`src/display_rotation_pkg.sv`:
```
// constants and types shared by the main-window rotation fetch block
package display_rotation_pkg;

  // ==========================================================
  // register map (byte addresses, one 32-bit word each)
  localparam logic [7:0] OFF_DISPLAY_SETTINGS = 8'h10;
  localparam logic [7:0] OFF_MAIN_START = 8'h40;
  localparam logic [7:0] OFF_MAIN_LINE_OFFSET = 8'h44;
  localparam logic [7:0] OFF_PANEL_SIZE = 8'h48;
  localparam logic [7:0] OFF_SCAN_STATUS = 8'h4C;

  // ==========================================================
  // field layout
  localparam logic [31:0] DISPLAY_SETTINGS_MASK = 32'h03DB_0007;
  localparam int unsigned ROT_LSB = 16;
  localparam int unsigned BPP_LSB = 0;
  localparam int unsigned START_W = 16;
  localparam int unsigned LINE_OFF_W = 10;
  localparam int unsigned DIM_W = 10;
  localparam int unsigned PANEL_WIDTH_LSB = 0;
  localparam int unsigned PANEL_HEIGHT_LSB = 16;
  localparam int unsigned STATUS_BUSY_BIT = 0;
  localparam int unsigned STATUS_LAST_BIT = 1;
  localparam int unsigned STATUS_ROW_LSB = 16;
  localparam int unsigned PIX_IDX_W = 5;

  // ==========================================================
  // values after reset
  localparam logic [31:0] DISPLAY_SETTINGS_RST = 32'h0000_0000;
  localparam logic [15:0] MAIN_START_RST = 16'h0000;
  localparam logic [9:0] LINE_OFF_RST = 10'h000;
  localparam logic [9:0] PANEL_WIDTH_RST = 10'h140;
  localparam logic [9:0] PANEL_HEIGHT_RST = 10'h0F0;

  // ==========================================================
  // colour depth codes in the low bits of display settings
  localparam logic [2:0] BPP_1 = 3'h0;
  localparam logic [2:0] BPP_2 = 3'h1;
  localparam logic [2:0] BPP_4 = 3'h2;
  localparam logic [2:0] BPP_8 = 3'h3;
  localparam logic [2:0] BPP_16 = 3'h4;

  typedef enum logic [1:0] {
    ROT_0   = 2'b00,
    ROT_90  = 2'b01,
    ROT_180 = 2'b10,
    ROT_270 = 2'b11
  } rotation_t;

  typedef enum logic {
    SCAN_IDLE = 1'b0,
    SCAN_RUN  = 1'b1
  } scan_state_t;

endpackage

```
`src/scan_axis.sv`:
```
// position counter for one axis of the panel scan
module scan_axis
  import display_rotation_pkg::*;
(
  input wire logic clk,
  input wire logic rst_n,
  input wire logic ce,
  input wire logic clr,
  input wire logic step,
  input wire logic [DIM_W-1:0] limit,
  output logic [DIM_W-1:0] pos,
  output logic last
);

  // ==========================================================
  // counter
  logic [DIM_W-1:0] pos_ff;
  logic [DIM_W-1:0] nxt_pos;

  assign last = (pos_ff == limit);
  assign nxt_pos = clr ? '0 :
                   (step & last) ? '0 :
                   step ? DIM_W'(pos_ff + 1'b1) : pos_ff;
  assign pos = pos_ff;

  always_ff @(posedge clk or negedge rst_n) begin
    if (!rst_n) begin
      pos_ff <= '0;
    end else if (ce) begin
      pos_ff <= nxt_pos;
    end
  end

endmodule

```
`src/stride_accum.sv`:
```
// running product of steps and line offset, built by repeated adds
module stride_accum
  import display_rotation_pkg::*;
(
  input wire logic clk,
  input wire logic rst_n,
  input wire logic ce,
  input wire logic clr,
  input wire logic step,
  input wire logic [LINE_OFF_W-1:0] inc,
  output logic [START_W-1:0] sum
);

  // ==========================================================
  // accumulator
  logic [START_W-1:0] sum_ff;
  logic [START_W-1:0] nxt_sum;

  // wraps modulo the buffer address width; valid settings never wrap
  assign nxt_sum = clr ? '0 :
                   step ? START_W'(sum_ff + START_W'(inc)) : sum_ff;
  assign sum = sum_ff;

  always_ff @(posedge clk or negedge rst_n) begin
    if (!rst_n) begin
      sum_ff <= '0;
    end else if (ce) begin
      sum_ff <= nxt_sum;
    end
  end

endmodule

```
`src/display_rotation_addressing.sv`:
```
// main-window rotation and display-buffer fetch addressing, APB slave
//
// Notes on behaviour
// - selector bits 17-16: 0, 90, 180, 270
// - rotate counter-clockwise; 90/270 swap axes
// - all rotations at 1,2,4,8,16 bpp
// - start address is dword; zero is buffer start
// - line offset bits 9-0 in dwords
// - line offset equals stride in dwords
// - fetch visible part, step full offset
// - start address register at 40h
// - line offset register at 44h
//
// Implementation choice: the APB interface to the registers.
module display_rotation_addressing
  import display_rotation_pkg::*;
(
  input wire logic pclk,
  input wire logic presetn,
  input wire logic ce,
  input wire logic psel,
  input wire logic penable,
  input wire logic pwrite,
  input wire logic [7:0] paddr,
  input wire logic [31:0] pwdata,
  output logic [31:0] prdata,
  output logic pready,
  output logic pslverr,
  input wire logic frame_start,
  input wire logic fetch_ready,
  output logic fetch_valid,
  output logic [START_W-1:0] fetch_addr,
  output logic [PIX_IDX_W-1:0] fetch_pixel,
  output logic fetch_last
);

  // ==========================================================
  // decode helpers
  function automatic logic is_mapped(input logic [7:0] a);
    is_mapped = (a == OFF_DISPLAY_SETTINGS) || (a == OFF_MAIN_START) ||
                (a == OFF_MAIN_LINE_OFFSET) || (a == OFF_PANEL_SIZE) ||
                (a == OFF_SCAN_STATUS);
  endfunction

  // log2 of pixels per dword; unknown depth codes fetch as 16 bpp
  function automatic logic [2:0] pix_shift(input logic [2:0] code);
    unique case (code)
      BPP_1: pix_shift = 3'h5;
      BPP_2: pix_shift = 3'h4;
      BPP_4: pix_shift = 3'h3;
      BPP_8: pix_shift = 3'h2;
      BPP_16: pix_shift = 3'h1;
      default: pix_shift = 3'h1;
    endcase
  endfunction

  // ==========================================================
  // software registers
  logic [31:0] settings_ff;
  logic [START_W-1:0] start_ff;
  logic [LINE_OFF_W-1:0] line_off_ff;
  logic [DIM_W-1:0] panel_w_ff;
  logic [DIM_W-1:0] panel_h_ff;

  // ==========================================================
  // APB slave: one wait state, answer registered
  logic pready_ff;
  logic pslverr_ff;
  logic [31:0] prdata_ff;
  logic [31:0] rd_word;
  logic [31:0] status_word;

  wire [7:0] word_addr = {paddr[7:2], 2'b00};
  wire apb_access = psel & penable;
  wire apb_first = apb_access & ~pready_ff;
  wire apb_done = apb_access & pready_ff;
  wire addr_ok = is_mapped(word_addr);
  wire wr_en = apb_done & pwrite & addr_ok;
  wire wr_settings = wr_en & (word_addr == OFF_DISPLAY_SETTINGS);
  wire wr_start = wr_en & (word_addr == OFF_MAIN_START);
  wire wr_line_off = wr_en & (word_addr == OFF_MAIN_LINE_OFFSET);
  wire wr_panel = wr_en & (word_addr == OFF_PANEL_SIZE);

  always_comb begin
    rd_word = 32'h0000_0000;
    unique case (word_addr)
      OFF_DISPLAY_SETTINGS: rd_word = settings_ff;
      OFF_MAIN_START: rd_word = {{(32-START_W){1'b0}}, start_ff};
      OFF_MAIN_LINE_OFFSET: rd_word = {{(32-LINE_OFF_W){1'b0}}, line_off_ff};
      OFF_PANEL_SIZE: begin
        rd_word[PANEL_WIDTH_LSB +: DIM_W] = panel_w_ff;
        rd_word[PANEL_HEIGHT_LSB +: DIM_W] = panel_h_ff;
      end
      OFF_SCAN_STATUS: rd_word = status_word;
      default: rd_word = 32'h0000_0000;
    endcase
  end

  always_ff @(posedge pclk or negedge presetn) begin
    if (!presetn) begin
      pready_ff <= 1'b0;
      pslverr_ff <= 1'b0;
      prdata_ff <= 32'h0000_0000;
    end else if (ce) begin
      pready_ff <= apb_first;
      pslverr_ff <= apb_first & ~addr_ok;
      if (apb_first & ~pwrite) begin
        prdata_ff <= rd_word;
      end
    end
  end

  always_ff @(posedge pclk or negedge presetn) begin
    if (!presetn) begin
      settings_ff <= DISPLAY_SETTINGS_RST;
      start_ff <= MAIN_START_RST;
      line_off_ff <= LINE_OFF_RST;
      panel_w_ff <= PANEL_WIDTH_RST;
      panel_h_ff <= PANEL_HEIGHT_RST;
    end else if (ce) begin
      if (wr_settings) begin
        settings_ff <= pwdata & DISPLAY_SETTINGS_MASK;
      end
      if (wr_start) begin
        start_ff <= pwdata[START_W-1:0];
      end
      if (wr_line_off) begin
        line_off_ff <= pwdata[LINE_OFF_W-1:0];
      end
      if (wr_panel) begin
        panel_w_ff <= pwdata[PANEL_WIDTH_LSB +: DIM_W];
        panel_h_ff <= pwdata[PANEL_HEIGHT_LSB +: DIM_W];
      end
    end
  end

  // ==========================================================
  // frame shadow: a write mid-frame waits for the next frame
  rotation_t sh_rot_ff;
  logic [2:0] sh_shift_ff;
  logic [START_W-1:0] sh_start_ff;
  logic [LINE_OFF_W-1:0] sh_off_ff;
  logic [DIM_W-1:0] sh_w_ff;
  logic [DIM_W-1:0] sh_h_ff;

  wire [1:0] rot_field = settings_ff[ROT_LSB +: 2];
  wire [2:0] bpp_field = settings_ff[BPP_LSB +: 3];

  always_ff @(posedge pclk or negedge presetn) begin
    if (!presetn) begin
      sh_rot_ff <= ROT_0;
      sh_shift_ff <= 3'h1;
      sh_start_ff <= MAIN_START_RST;
      sh_off_ff <= LINE_OFF_RST;
      sh_w_ff <= PANEL_WIDTH_RST;
      sh_h_ff <= PANEL_HEIGHT_RST;
    end else if (ce & frame_start) begin
      sh_rot_ff <= rotation_t'(rot_field);
      sh_shift_ff <= pix_shift(bpp_field);
      sh_start_ff <= start_ff;
      sh_off_ff <= line_off_ff;
      sh_w_ff <= panel_w_ff;
      sh_h_ff <= panel_h_ff;
    end
  end

  // ==========================================================
  // scan of the panel: x along a panel row, y down the rows
  scan_state_t state_ff;
  scan_state_t nxt_state;
  logic fetch_valid_ff;
  logic fetch_last_ff;
  logic [START_W-1:0] fetch_addr_ff;
  logic [PIX_IDX_W-1:0] fetch_pixel_ff;
  logic [DIM_W-1:0] x_pos;
  logic [DIM_W-1:0] y_pos;
  logic x_last;
  logic y_last;
  logic [START_W-1:0] x_stride;
  logic [START_W-1:0] y_stride;

  // stall only while a fetch is offered and not taken
  wire advance = (state_ff == SCAN_RUN) & (~fetch_valid_ff | fetch_ready);
  wire row_end = advance & x_last;
  wire frame_end = row_end & y_last;

  scan_axis u_x_axis (
    .clk(pclk),
    .rst_n(presetn),
    .ce(ce),
    .clr(frame_start),
    .step(advance),
    .limit(DIM_W'(sh_w_ff - 1'b1)),
    .pos(x_pos),
    .last(x_last)
  );

  scan_axis u_y_axis (
    .clk(pclk),
    .rst_n(presetn),
    .ce(ce),
    .clr(frame_start),
    .step(row_end),
    .limit(DIM_W'(sh_h_ff - 1'b1)),
    .pos(y_pos),
    .last(y_last)
  );

  // x times offset, cleared at each row end
  stride_accum u_x_stride (
    .clk(pclk),
    .rst_n(presetn),
    .ce(ce),
    .clr(frame_start | row_end),
    .step(advance),
    .inc(sh_off_ff),
    .sum(x_stride)
  );

  // y times offset: rows step by the full programmed offset
  stride_accum u_y_stride (
    .clk(pclk),
    .rst_n(presetn),
    .ce(ce),
    .clr(frame_start),
    .step(row_end),
    .inc(sh_off_ff),
    .sum(y_stride)
  );

  // ==========================================================
  // address of the current pixel
  // the offset stands for the stride in dwords, so it is added as is
  wire [PIX_IDX_W-1:0] pix_mask = PIX_IDX_W'((6'h01 << sh_shift_ff) - 1'b1);
  wire [DIM_W-1:0] x_dword = x_pos >> sh_shift_ff;
  wire [DIM_W-1:0] y_dword = y_pos >> sh_shift_ff;
  wire [PIX_IDX_W-1:0] x_sub = x_pos[PIX_IDX_W-1:0] & pix_mask;
  wire [PIX_IDX_W-1:0] y_sub = y_pos[PIX_IDX_W-1:0] & pix_mask;
  wire [START_W-1:0] x_dw = START_W'(x_dword);
  wire [START_W-1:0] y_dw = START_W'(y_dword);
  logic [START_W-1:0] pix_addr;
  logic [PIX_IDX_W-1:0] pix_idx;

  always_comb begin
    pix_addr = sh_start_ff;
    pix_idx = x_sub;
    unique case (sh_rot_ff)
      ROT_0: begin
        pix_addr = START_W'(sh_start_ff + y_stride + x_dw);
        pix_idx = x_sub;
      end
      ROT_90: begin
        // start names the last dword of memory line 0
        pix_addr = START_W'(sh_start_ff + x_stride - y_dw);
        pix_idx = pix_mask ^ y_sub;
      end
      ROT_180: begin
        pix_addr = START_W'(sh_start_ff - y_stride - x_dw);
        pix_idx = pix_mask ^ x_sub;
      end
      ROT_270: begin
        pix_addr = START_W'(sh_start_ff - x_stride + y_dw);
        pix_idx = y_sub;
      end
    endcase
  end

  // ==========================================================
  // scan control and fetch outputs
  always_comb begin
    nxt_state = state_ff;
    unique case (state_ff)
      SCAN_IDLE: if (frame_start) nxt_state = SCAN_RUN;
      SCAN_RUN: begin
        if (frame_start) begin
          nxt_state = SCAN_RUN;
        end else if (frame_end) begin
          nxt_state = SCAN_IDLE;
        end
      end
    endcase
  end

  always_ff @(posedge pclk or negedge presetn) begin
    if (!presetn) begin
      state_ff <= SCAN_IDLE;
      fetch_valid_ff <= 1'b0;
      fetch_last_ff <= 1'b0;
      fetch_addr_ff <= '0;
      fetch_pixel_ff <= '0;
    end else if (ce) begin
      state_ff <= nxt_state;
      if (advance & ~frame_start) begin
        fetch_valid_ff <= 1'b1;
        fetch_last_ff <= frame_end;
        fetch_addr_ff <= pix_addr;
        fetch_pixel_ff <= pix_idx;
      end else if (fetch_valid_ff & fetch_ready) begin
        fetch_valid_ff <= 1'b0;
        fetch_last_ff <= 1'b0;
      end
    end
  end

  always_comb begin
    status_word = 32'h0000_0000;
    status_word[STATUS_BUSY_BIT] = (state_ff == SCAN_RUN);
    status_word[STATUS_LAST_BIT] = fetch_last_ff;
    status_word[STATUS_ROW_LSB +: DIM_W] = y_pos;
  end

  assign prdata = prdata_ff;
  assign pready = pready_ff;
  assign pslverr = pslverr_ff;
  assign fetch_valid = fetch_valid_ff;
  assign fetch_addr = fetch_addr_ff;
  assign fetch_pixel = fetch_pixel_ff;
  assign fetch_last = fetch_last_ff;

endmodule

```
`config.mk`:
```
export PLATFORM = sky130hd
export DESIGN_NAME = display_rotation_addressing
export DESIGN_NICKNAME = d
export VERILOG_FILES = /design/src/display_rotation_pkg.sv /design/src/scan_axis.sv /design/src/stride_accum.sv /design/src/display_rotation_addressing.sv
export SDC_FILE = /design/constraint.sdc
export NUM_CORES = 1
export LEC_CHECK = 0
export BUFFER_PORTS_ARGS = -buffer_cell sky130_fd_sc_hd__buf_2
export CAP_MARGIN = 20
export CORE_UTILIZATION = 40
export DETAILED_ROUTE_END_ITERATION = 10
export GPL_TIMING_DRIVEN = 1
export MAX_ROUTING_LAYER = met4
export PLACE_DENSITY = 0.6
export SYNTH_ARGS = -nofsm -noshare
export SYNTH_HDL_FRONTEND = slang
export SYNTH_SLANG_ARGS = --single-unit
```
`constraint.sdc`:
```
create_clock -name pclk -period 5.4 [get_ports pclk]
set_clock_uncertainty 0.15 [all_clocks]
set_input_delay 0.81 -clock pclk [delete_from_list [all_inputs] [get_ports pclk]]
set_output_delay 0.81 -clock pclk [all_outputs]
set_load 0.02 [all_outputs]
```
Yosys cells after proc, flatten, opt, wreduce, memory -nomap -nowiden
Index checks and enable logic that the tools add are counted. Widths: inputs -> output; s select.

Add/subtract/negate cells: 15. Bitwise logic cells: 29. Magnitude comparators: 0. Eq/ne operators: 13. Reductions and logical operators: 22. Mux-type cells: 23. Multiply operators: 0. Shift-type cells: 3. Divide/modulo/power cells: 0.

Operators with widths (number): $add 16x10->16 (4); $mux 16 (4); $pmux 16 s4 (1); $mux 10 (6); $pmux 10 s5 (1); $add 16x16->16 (2); $sub 16x10->16 (2); $sub 16x16->16 (2); $pmux 10 s3 (1); $eq 6x5->1 const B (4); $reduce_and 2->1 (11); $add 10x1->10 const B (2); $eq 10x10->1 (2); $pmux 5 s4 (1); $shr 10x3->10 (2); $sub 10x1->10 const B (2); $and 1x1->1 (17); $pmux 3 s4 (1); $and 5x5->5 (2); $xor 5x5->5 (2); $eq 3x2->1 const B (2); $eq 6x3->1 const B (1); $mux 1 (6); $mux 6 (1); other kinds (13) (26).

Latch bits: 0. Memory bits (read-only): 0. Flip-flop bits (word level): 212. Memory bits (writable): 0. Output and inout bits: 57. Word-level logic and storage cells: 128. Memories kept: 0. Input bits: 48.

Depth between registers and ports, before layout
Gate-level depths: netlist of run 1.

Word-level depth: 8. Gate-level depth with buffers: 21. Mapped depth without buffers: 19.

Modules after synthesis
Synthesis of run 1 repeated with hierarchy kept, for this count alone.

Cells, all modules: 1634. Area total of the unflattened synthesis: 15721.3 um2.

By module, submodules not included: display_rotation_addressing (sequential area each 4020.1 um2, times used 1, area an instance 12000.3 um2, cells each 1248); stride_accum (sequential area each 400.4 um2, times used 2, area an instance 1224.9 um2, cells each 128); scan_axis (sequential area each 250.2 um2, times used 2, area an instance 635.6 um2, cells each 65).

Worst setup path before layout of run 1
Ideal clock, no wire load.

Path kind: register -> register. Start point: reg sh_shift_ff[0]. End point: reg fetch_addr_ff[14], in the netlist fetch_addr[14]. Data required time: 5115 ps. Path slack: 557 ps. Clock period less this slack: 4843 ps. Path buffers: 2. Cell stages (with the launch flop): 21. Arrival: 4558 ps. Library setup time: 135 ps. Path through: dfstp_2 > clkbuf_1 > buf_1 > mux2i_1 > nand2_1 > o21ai_0 > nor2_1 > nor2_1 > inv_1 > ha_1 > inv_1 > ha_1 > fa_1 > a21o_1 > a221oi_1 > o21bai_1 > a221o_1 > o41ai_1 > mux2i_1 > a2111oi_0 > o31ai_1.

Longest elaborated chain between the ends: 3. Elaborated cells between the ends (all ways): 7. Classes of those cells: 4 x add/sub; 2 x shift; 1 x mux.

RTL lines: start, declared (line display_rotation_addressing.sv:140) `logic [2:0] sh_shift_ff;`; start signal, assigned (line display_rotation_addressing.sv:159) `sh_shift_ff <= pix_shift(bpp_field);`; $shr 10x3->10, on equally long branches (line display_rotation_addressing.sv:236, display_rotation_addressing.sv:235); $add 16x10->16, or another cell as far along (line display_rotation_addressing.sv:262) `pix_addr = START_W'(sh_start_ff - x_stride + y_dw);`; $pmux 16 s4 (*) (line display_rotation_addressing.sv:247) `unique case (sh_rot_ff)`; end signal, assigned (line display_rotation_addressing.sv:296) `fetch_addr_ff <= pix_addr;`; end, declared (line display_rotation_addressing.sv:173) `logic [START_W-1:0] fetch_addr_ff;`.

Mark *: on every way between the ends. The rest lies on a longest branch, timed or not. A chain may end at the register's enable or synchronous reset.

Final worst setup path of run 1
Same ends and word-level chain as after synthesis.

==> flow_summary.yaml, run 1 <==
outcome:
  outcome: "finished, final reports clean"
finish:
  layout.area.seq_um2: 5320
  fill_cells: 3698
  multi_input_area_um2: 9200
  area_delta_synth_final_pct: 12.5
  instances_no_fill: 2282
  drive_above_1_share: 0.165
  nets: 1952
timing:
  rsz0062_at_grt: "false"
  hold_viol_final: 0
  setup_viol: 0
  fmax_ghz: 0.198
  tns_ns: 0
  min_period_ns: 5.04
  worstMarginPinSlew_ns: 1.04
  slew_violations: 0
  slew_headroom: 0.305
  holdWs_ns: 0.140
  timing.final.crit_share: 0.934
critical_path:
  crit_type: "flip-flop to flip-flop"
  critPathMaxStageDelay_ns: 0.59
  path_max_fanout: 6
  worstPathRequired_ns: 5.68
  slowest_stage: "dfstp_2"
  arrival_ns: 5.32
  critPathLaunchType: "flip-flop"
  crit_chain: "mux2_2 > o21ai_0 > nor2_1 > nor2_1 > buf_4 > inv_1 > fa_1 > inv_1 > fa_1 > a21o_1 > a221oi_1 > buf_4 > o21bai_1 > a221o_1 > o41ai_1 > mux2i_1 > a2111oi_2 > o31ai_1"
  cp-end-kind: "flip-flop"
drt:
  vias: 12535
  wire_per_inst_um: 19.1
  viasPerCell: 5.49
  ant_nets: 0
  dr.pass1.iters: 6
  wirelength_mm: 43.6
  first_iter_violations: 914
  drc: 0
die:
  ios: 105
  coreArea_um2: 37800
  die_height_um: 199
  chipWidth_um: 199
  start_util: 0.408
  die_area_um2: 39400
  row_count: 71
synthesis:
  ys_seq_elements: 212
  syn-cell-area_um2: 15500
  synth_xor_area_frac: 0.0553
  synth_top_family_by_area: "compound AO/OA/AOI/OAI gates"
  yosys.area_share.simple: 0.130
  syn_inst: 1677
  synth-edff-count: 0
  async_reset_ff_frac: 1.00
  seq_area_frac_synth: 0.344
  synthAdderAreaFrac: 0.146
  avgSynthCellArea_um2: 9.22
  synth_cell_types: 77
  synthFlopType: "dfrtp_1"
  muxShareOfSynthArea: 0.0903
  yosysWarnings: 0
  synth-compound-area-share: 0.171
place:
  gp_congestion: 0.965
  placed_cells: 2234
  io_buffers: 90
  dp_hpwl_mm: 33.5
clock_network:
  cts.clk_slew.worst_paths_ns: 0.06
  cts.sinks: 212
  cts_tree: "done"
  clk_latency_ns: 0.56
  cts_max_level: 1
  ctsLongestPathBuffers: 3
  clockRootBuffer: "clkbuf_16"
  cts_buffers: 25
global_route:
  grt.total_usage: 0.230
  antenna_found_initial: 1
  grt_pass1_wl_mm: 68.8
  grt_pass1_vias: 12534
  overflow: 0
  grt_max_degree: 110
pwr:
  power_leakage_nw: 8.60
  vdd_drop_max_mv: 0.222
  pwr_density_cell_nw_per_um2: 255
job:
  maxCapViolCount: 0
worst_hold_path:
  hold_path.class: "primary input to asynchronous set/reset pin"
## worst paths after layout
path	startpoint	end	slack, ns	cells after the start
min in group pclk	fetch_addr[3]$_DFFE_PN0P_	fetch_addr[3]$_DFFE_PN0P_	0.32	2
hold / removal	presetn	settings_ff[20]$_DFFE_PN0P_	0.14	1
setup / recovery	sh_shift_ff[0]$_DFFE_PN1P_	fetch_addr[14]$_DFFE_PN0P_	0.36	18
hold reg to reg	fetch_addr[3]$_DFFE_PN0P_	fetch_addr[3]$_DFFE_PN0P_	0.32	2
max in group asynchronous	presetn	line_off_ff[5]$_DFFE_PN0P_	3.84	2
setup reg to reg	sh_shift_ff[0]$_DFFE_PN1P_	fetch_addr[14]$_DFFE_PN0P_	0.36	18
## cell usage after synthesis, types with 4 or more instances
library cell	number	area (µm²)
nor2b_1	17	106
xor2_1	35	307
a22o_1	15	131
a222oi_1	9	90.1
mux2i_1	36	360
mux2_2	92	1040
o21ai_1	14	70.1
nor3_1	35	175
o21bai_1	9	67.6
o21ai_0	114	571
clkbuf_1	64	240
a21oi_1	101	505
a221oi_1	13	114
or3_1	23	144
o31ai_1	17	128
or2_2	4	25.0
a21o_1	21	158
fa_1	43	861
buf_4	6	45.0
o211ai_1	7	52.6
nand2b_1	18	113
nand4_1	9	56.3
buf_1	11	41.3
o21a_1	17	128
buf_2	7	35.0
a211oi_1	11	82.6
and2_1	17	106
inv_1	157	589
a31oi_1	12	75.1
ha_1	111	1390
and3_1	13	81.3
o32ai_1	4	35.0
nor2_1	90	338
nand3_1	32	160
o22ai_1	12	75.1
nor4_1	5	31.3
xnor2_1	60	526
nand3b_1	4	30.0
dfstp_2	13	342
nand2_1	145	544
dfrtp_1	199	4980
## state kept, by name (all words and copies together) (netlist names)
register        cells
prdata             26
fetch_addr         16
sh_start_ff        16
start_ff           16
u_x_stride.sum     16
u_y_stride.sum     16
settings_ff        11
line_off_ff        10
panel_h_ff         10
panel_w_ff         10
sh_h_ff            10
sh_off_ff          10
sh_w_ff            10
u_x_axis.pos       10
u_y_axis.pos       10
fetch_pixel         5
sh_shift_ff         3
sh_rot_ff           2
fetch_last          1
fetch_valid         1
pready              1
pslverr             1
state_ff            1
## area by class of cell
type / count / area share
well taps: 511 / 0.0368
inverters: 159 / 0.0343
diodes: 2 / 0.000288
clock buffers: 38 / 0.0434
repair buffers: 130 / 0.0445
clock inverters: 8 / 0.00619
flip-flops and latches: 212 / 0.306
multi-input cells: 1222 / 0.529
## cells in the final DEF (no fill, tap or decap), drive strengths merged, types with 5 or more instances in the layout
cell / count
a211oi: 12
a21o: 21
a21oi: 103
a221oi: 14
a222oi: 9
a22o: 15
a31oi: 12
and2: 17
and3: 13
buf: 130
clkbuf: 38
clkinv: 5
conb: 6
dfrtp: 199
dfstp: 13
fa: 43
ha: 111
inv: 159
mux2: 92
mux2i: 36
nand2: 145
nand2b: 18
nand3: 32
nand4: 9
nor2: 90
nor2b: 17
nor3: 36
nor4: 5
o211ai: 7
o21a: 17
o21ai: 128
o21bai: 9
o22ai: 12
o31ai: 17
or3: 23
xnor2: 60
xor2: 35
## timing repair
action                                  4_1_cts  5_1_grt
hold buffers                                  0        0
endpoints found under the setup margin        0        2
resized for setup                             0        3
setup buffers                                 0        0
## critical path: cells and delay by family, from the launching register on
| kind | cells | cell delay, ns |
|---|---|---|
| DFF | 1 | 0.59 |
| muxes | 2 | 0.52 |
| AOI/OAI and AO/OA | 8 | 2.02 |
| adders and majority gates | 2 | 0.96 |
| buffers and inverters | 4 | 0.47 |
| and+or+nand+nor | 2 | 0.19 |
## layer usage
layer  up-vias  GRT usage  share of wire
met5         -          -              0
met3        69     0.0337          0.054
met1      6134      0.311           0.47
li1       5991          -              -
met2       341      0.361           0.45
met4         0     0.0627          0.025
## kinds of logic after synthesis
family / after synthesis
compound gates: 414
xor+xnor: 96
fa+ha+maj: 154
buf+inv: 248
flops: 212
mux: 128
other cells: 1
simple gates: 424
## stage by stage
step           total power, mW  cell area (µm²)  utilization  setup slack (ns)
5_1_grt                   4.63            17400        0.460            0.0258
2_1_floorplan             2.36            15500            -             0.557
4_1_cts                   4.47            17400        0.459             0.174
3_5_place_dp              2.68            16500        0.437             0.211
6_report                  4.44            17400        0.460             0.358
3_3_place_gp              2.67            16500        0.437             0.225
## report_power, final
part	switching (mW)	internal (mW)	leakage [nW]
Clock	0.712	1.06	0.425
Sequential	0.0286	1.63	2.87
Combinational	0.593	0.414	5.30
(Power assumes the default switching activity.)
==> inputs of run 2 (changes only) <==
--- a/config.mk
+++ b/config.mk
@@ -12,6 +12,7 @@
 export GPL_TIMING_DRIVEN = 1
 export MAX_ROUTING_LAYER = met4
 export PLACE_DENSITY = 0.6
+export SETUP_SLACK_MARGIN = 0.4
 export SYNTH_ARGS = -nofsm -noshare
 export SYNTH_HDL_FRONTEND = slang
 export SYNTH_SLANG_ARGS = --single-unit
==> constraint.sdc (replaced) <==
create_clock -name pclk -period 5.4 [get_ports pclk]
set_clock_uncertainty 0.15 [all_clocks]
set_input_delay 0.27 -clock pclk [delete_from_list [all_inputs] [get_ports pclk]]
set_output_delay 0.27 -clock pclk [all_outputs]
set_load 0.02 [all_outputs]
==> run 2 against run 1 <==
  * Flip-flop and latch count stayed put
  * Via count is 0.62% higher
  * Hold slack worse by 0.12 ns
  * Clock-buffer cell count is 2 lower
  * Final area is 2.3% higher
  * Critical path depth stayed put
  * Global-route usage is 0.13 points higher
  * Clock power hardly changed
  * Combinational power hardly changed
  * Total power is 0.27% higher
  * Largest cell class unchanged
==> flow_summary.yaml, run 2 (synthesis gave the netlist of run 1 again) <==
outcome:
  outcome: "finished, final reports clean"
drt:
  wire_per_inst_um: 18.8
  viasPerCell: 5.44
  wirelength_mm: 43.5
  first_iter_violations: 795
  ant_nets: 0
  vias: 12613
  dr.pass1.iters: 11
  drc: 0
timing:
  worstMarginPinSlew_ns: 1.08
  slew_violations: 0
  timing.final.crit_share: 0.886
  hold_viol_final: 0
  fmax_ghz: 0.209
  layout_setup_ws_ns: 0.613
  rsz0062_at_grt: "true"
  slew_headroom: 0.279
  setup_viol: 0
  min_period_ns: 4.79
  tns_ns: 0
place:
  dp_hpwl_mm: 33.1
  dpl_worst_slack_ns: 0.153
  place_area_um2: 16500
  gp_congestion: 0.903
  io_buffers: 90
clock_network:
  cts.clk_slew.worst_paths_ns: 0.06
  ctsLongestPathBuffers: 3
  clk_latency_ns: 0.55
  post_cts_buffers: 0
  cts.sinks: 212
  clockRootBuffer: "clkbuf_16"
  cts_buffers: 25
  cts_tree: "done"
  cts_max_level: 1
global_route:
  overflow: 0
  grt.total_usage: 0.232
  antenna_found_initial: 0
  grt_pass1_wl_mm: 69.5
  use_met2: 0.361
  grt.busiest_layer: "met2"
  grt_pass1_vias: 12820
  grt_util_met3: 0.0281
  grt_max_degree: 122
  gr-usage-met1: 0.319
job:
  maxCapViolCount: 0
critical_path:
  worstPathRequired_ns: 5.66
  arrival_ns: 5.04
  critPathLaunchType: "flip-flop"
  crit_type: "flip-flop to flip-flop"
  path_max_fanout: 6
  cp-end-kind: "flip-flop"
pwr:
  pwr-share-comb: 0.233
  switching_share: 0.299
  power_leakage_nw: 8.78
  switchingPower_mw: 1.33
  pwr-share-clk: 0.395
  p_total_mw: 4.45
  vdd_drop_max_mv: 0.242
  seqPwrFrac: 0.373
  pwr_density_cell_nw_per_um2: 250
  p_int_mw: 3.12
die:
  ios: 105
  chipWidth_um: 199
  coreArea_um2: 37800
  die_height_um: 199
  start_util: 0.408
  row_count: 71
  die_area_um2: 39400
worst_hold_path:
  hold_path.class: "primary input to flip-flop"
finish:
  final_cell_mix: "199 x dfrtp_1, 157 x inv_1, 145 x nand2_1"
  drive_above_1_share: 0.170
  utilization: 0.470
  area_delta_synth_final_pct: 15.2
  final_common_cell: "dfrtp_1"
  layout.area.seq_um2: 5320
  nets: 1988
  largest_register_ffs: 26
  fin_area_um2: 17800
  multi_input_area_um2: 9250
  fill_cells: 3641
-- run 2: layout make-up --
class | count | share of cell area
timing repair buffer | 166 | 0.0638
multi-input combinational | 1222 | 0.520
antenna | 1 | 0.000141
sequential | 212 | 0.299
clock buffer | 36 | 0.0414
inverter | 159 | 0.0335
clock inverter | 10 | 0.00647
tap | 511 | 0.0359
-- run 2: power by group through the flow --
stage / combinational (mW) / clock [mW] / sequential, mW
final: 1.04 / 1.76 / 1.66
after global routing: 1.15 / 1.85 / 1.66
after CTS: 1.02 / 1.80 / 1.66
after detailed placement: 0.990 / 0 / 1.69
after global placement: 0.980 / 0 / 1.69
after floorplan: 0.649 / 0 / 1.71
-- run 2: path summary, 6_finish.rpt --
check                                            from                             end  slack [ns]  depth (start not counted)
min in group asynchronous                     presetn          prdata[17]$_DFFE_PN0P_        0.15                          2
min reg2reg                 fetch_addr[2]$_DFFE_PN0P_       fetch_addr[2]$_DFFE_PN0P_        0.32                          2
max reg2reg                sh_shift_ff[0]$_DFFE_PN1P_      fetch_addr[12]$_DFFE_PN0P_        0.61                         18
min                                       frame_start  u_y_stride.sum[11]$_DFFE_PN0P_        0.02                          2
max                        sh_shift_ff[0]$_DFFE_PN1P_      fetch_addr[12]$_DFFE_PN0P_        0.61                         18
max in group asynchronous                     presetn   u_y_stride.sum[0]$_DFFE_PN0P_        3.81                          3
-- run 2: stage by stage --
step	std cells	hold slack (ns)
2_1_floorplan	1682	-0.176
4_1_cts	2316	0.00756
5_1_grt	2316	0.0367
3_5_place_dp	2236	0.204
6_report	2317	0.0232
3_3_place_gp	2236	0.184
-- run 2: layer usage --
metal | wire length [µm] | up-vias
met4 | 1170 | 0
met3 | 1900 | 73
met5 | 0 | -
met1 | 20800 | 6196
met2 | 19700 | 295
li1 | - | 6049
-- run 2: worst max-delay path, cell delays in order (launching register included) --
cell and delay (ns):
dfstp_2 0.61, mux2_2 0.37, o21ai_2 0.15, nor2_1 0.07, nor2_2 0.20, buf_4 0.17
inv_1 0.05, fa_1 0.53, inv_1 0.10, fa_2 0.36, a21o_1 0.19, a221oi_1 0.24
buf_4 0.16, o21bai_1 0.09, a221o_1 0.35, or3_1 0.31, and3_1 0.19, a211oi_2 0.22
a221oi_1 0.12
-- run 2: what timing repair did --
item / CTS / global route
hold buffers: 34 / 0
endpoints found under the setup margin: 3 / 7
gates resized for setup: 6 / 18
pin swaps: 0 / 3
hold endpoints to repair: 149 / 0
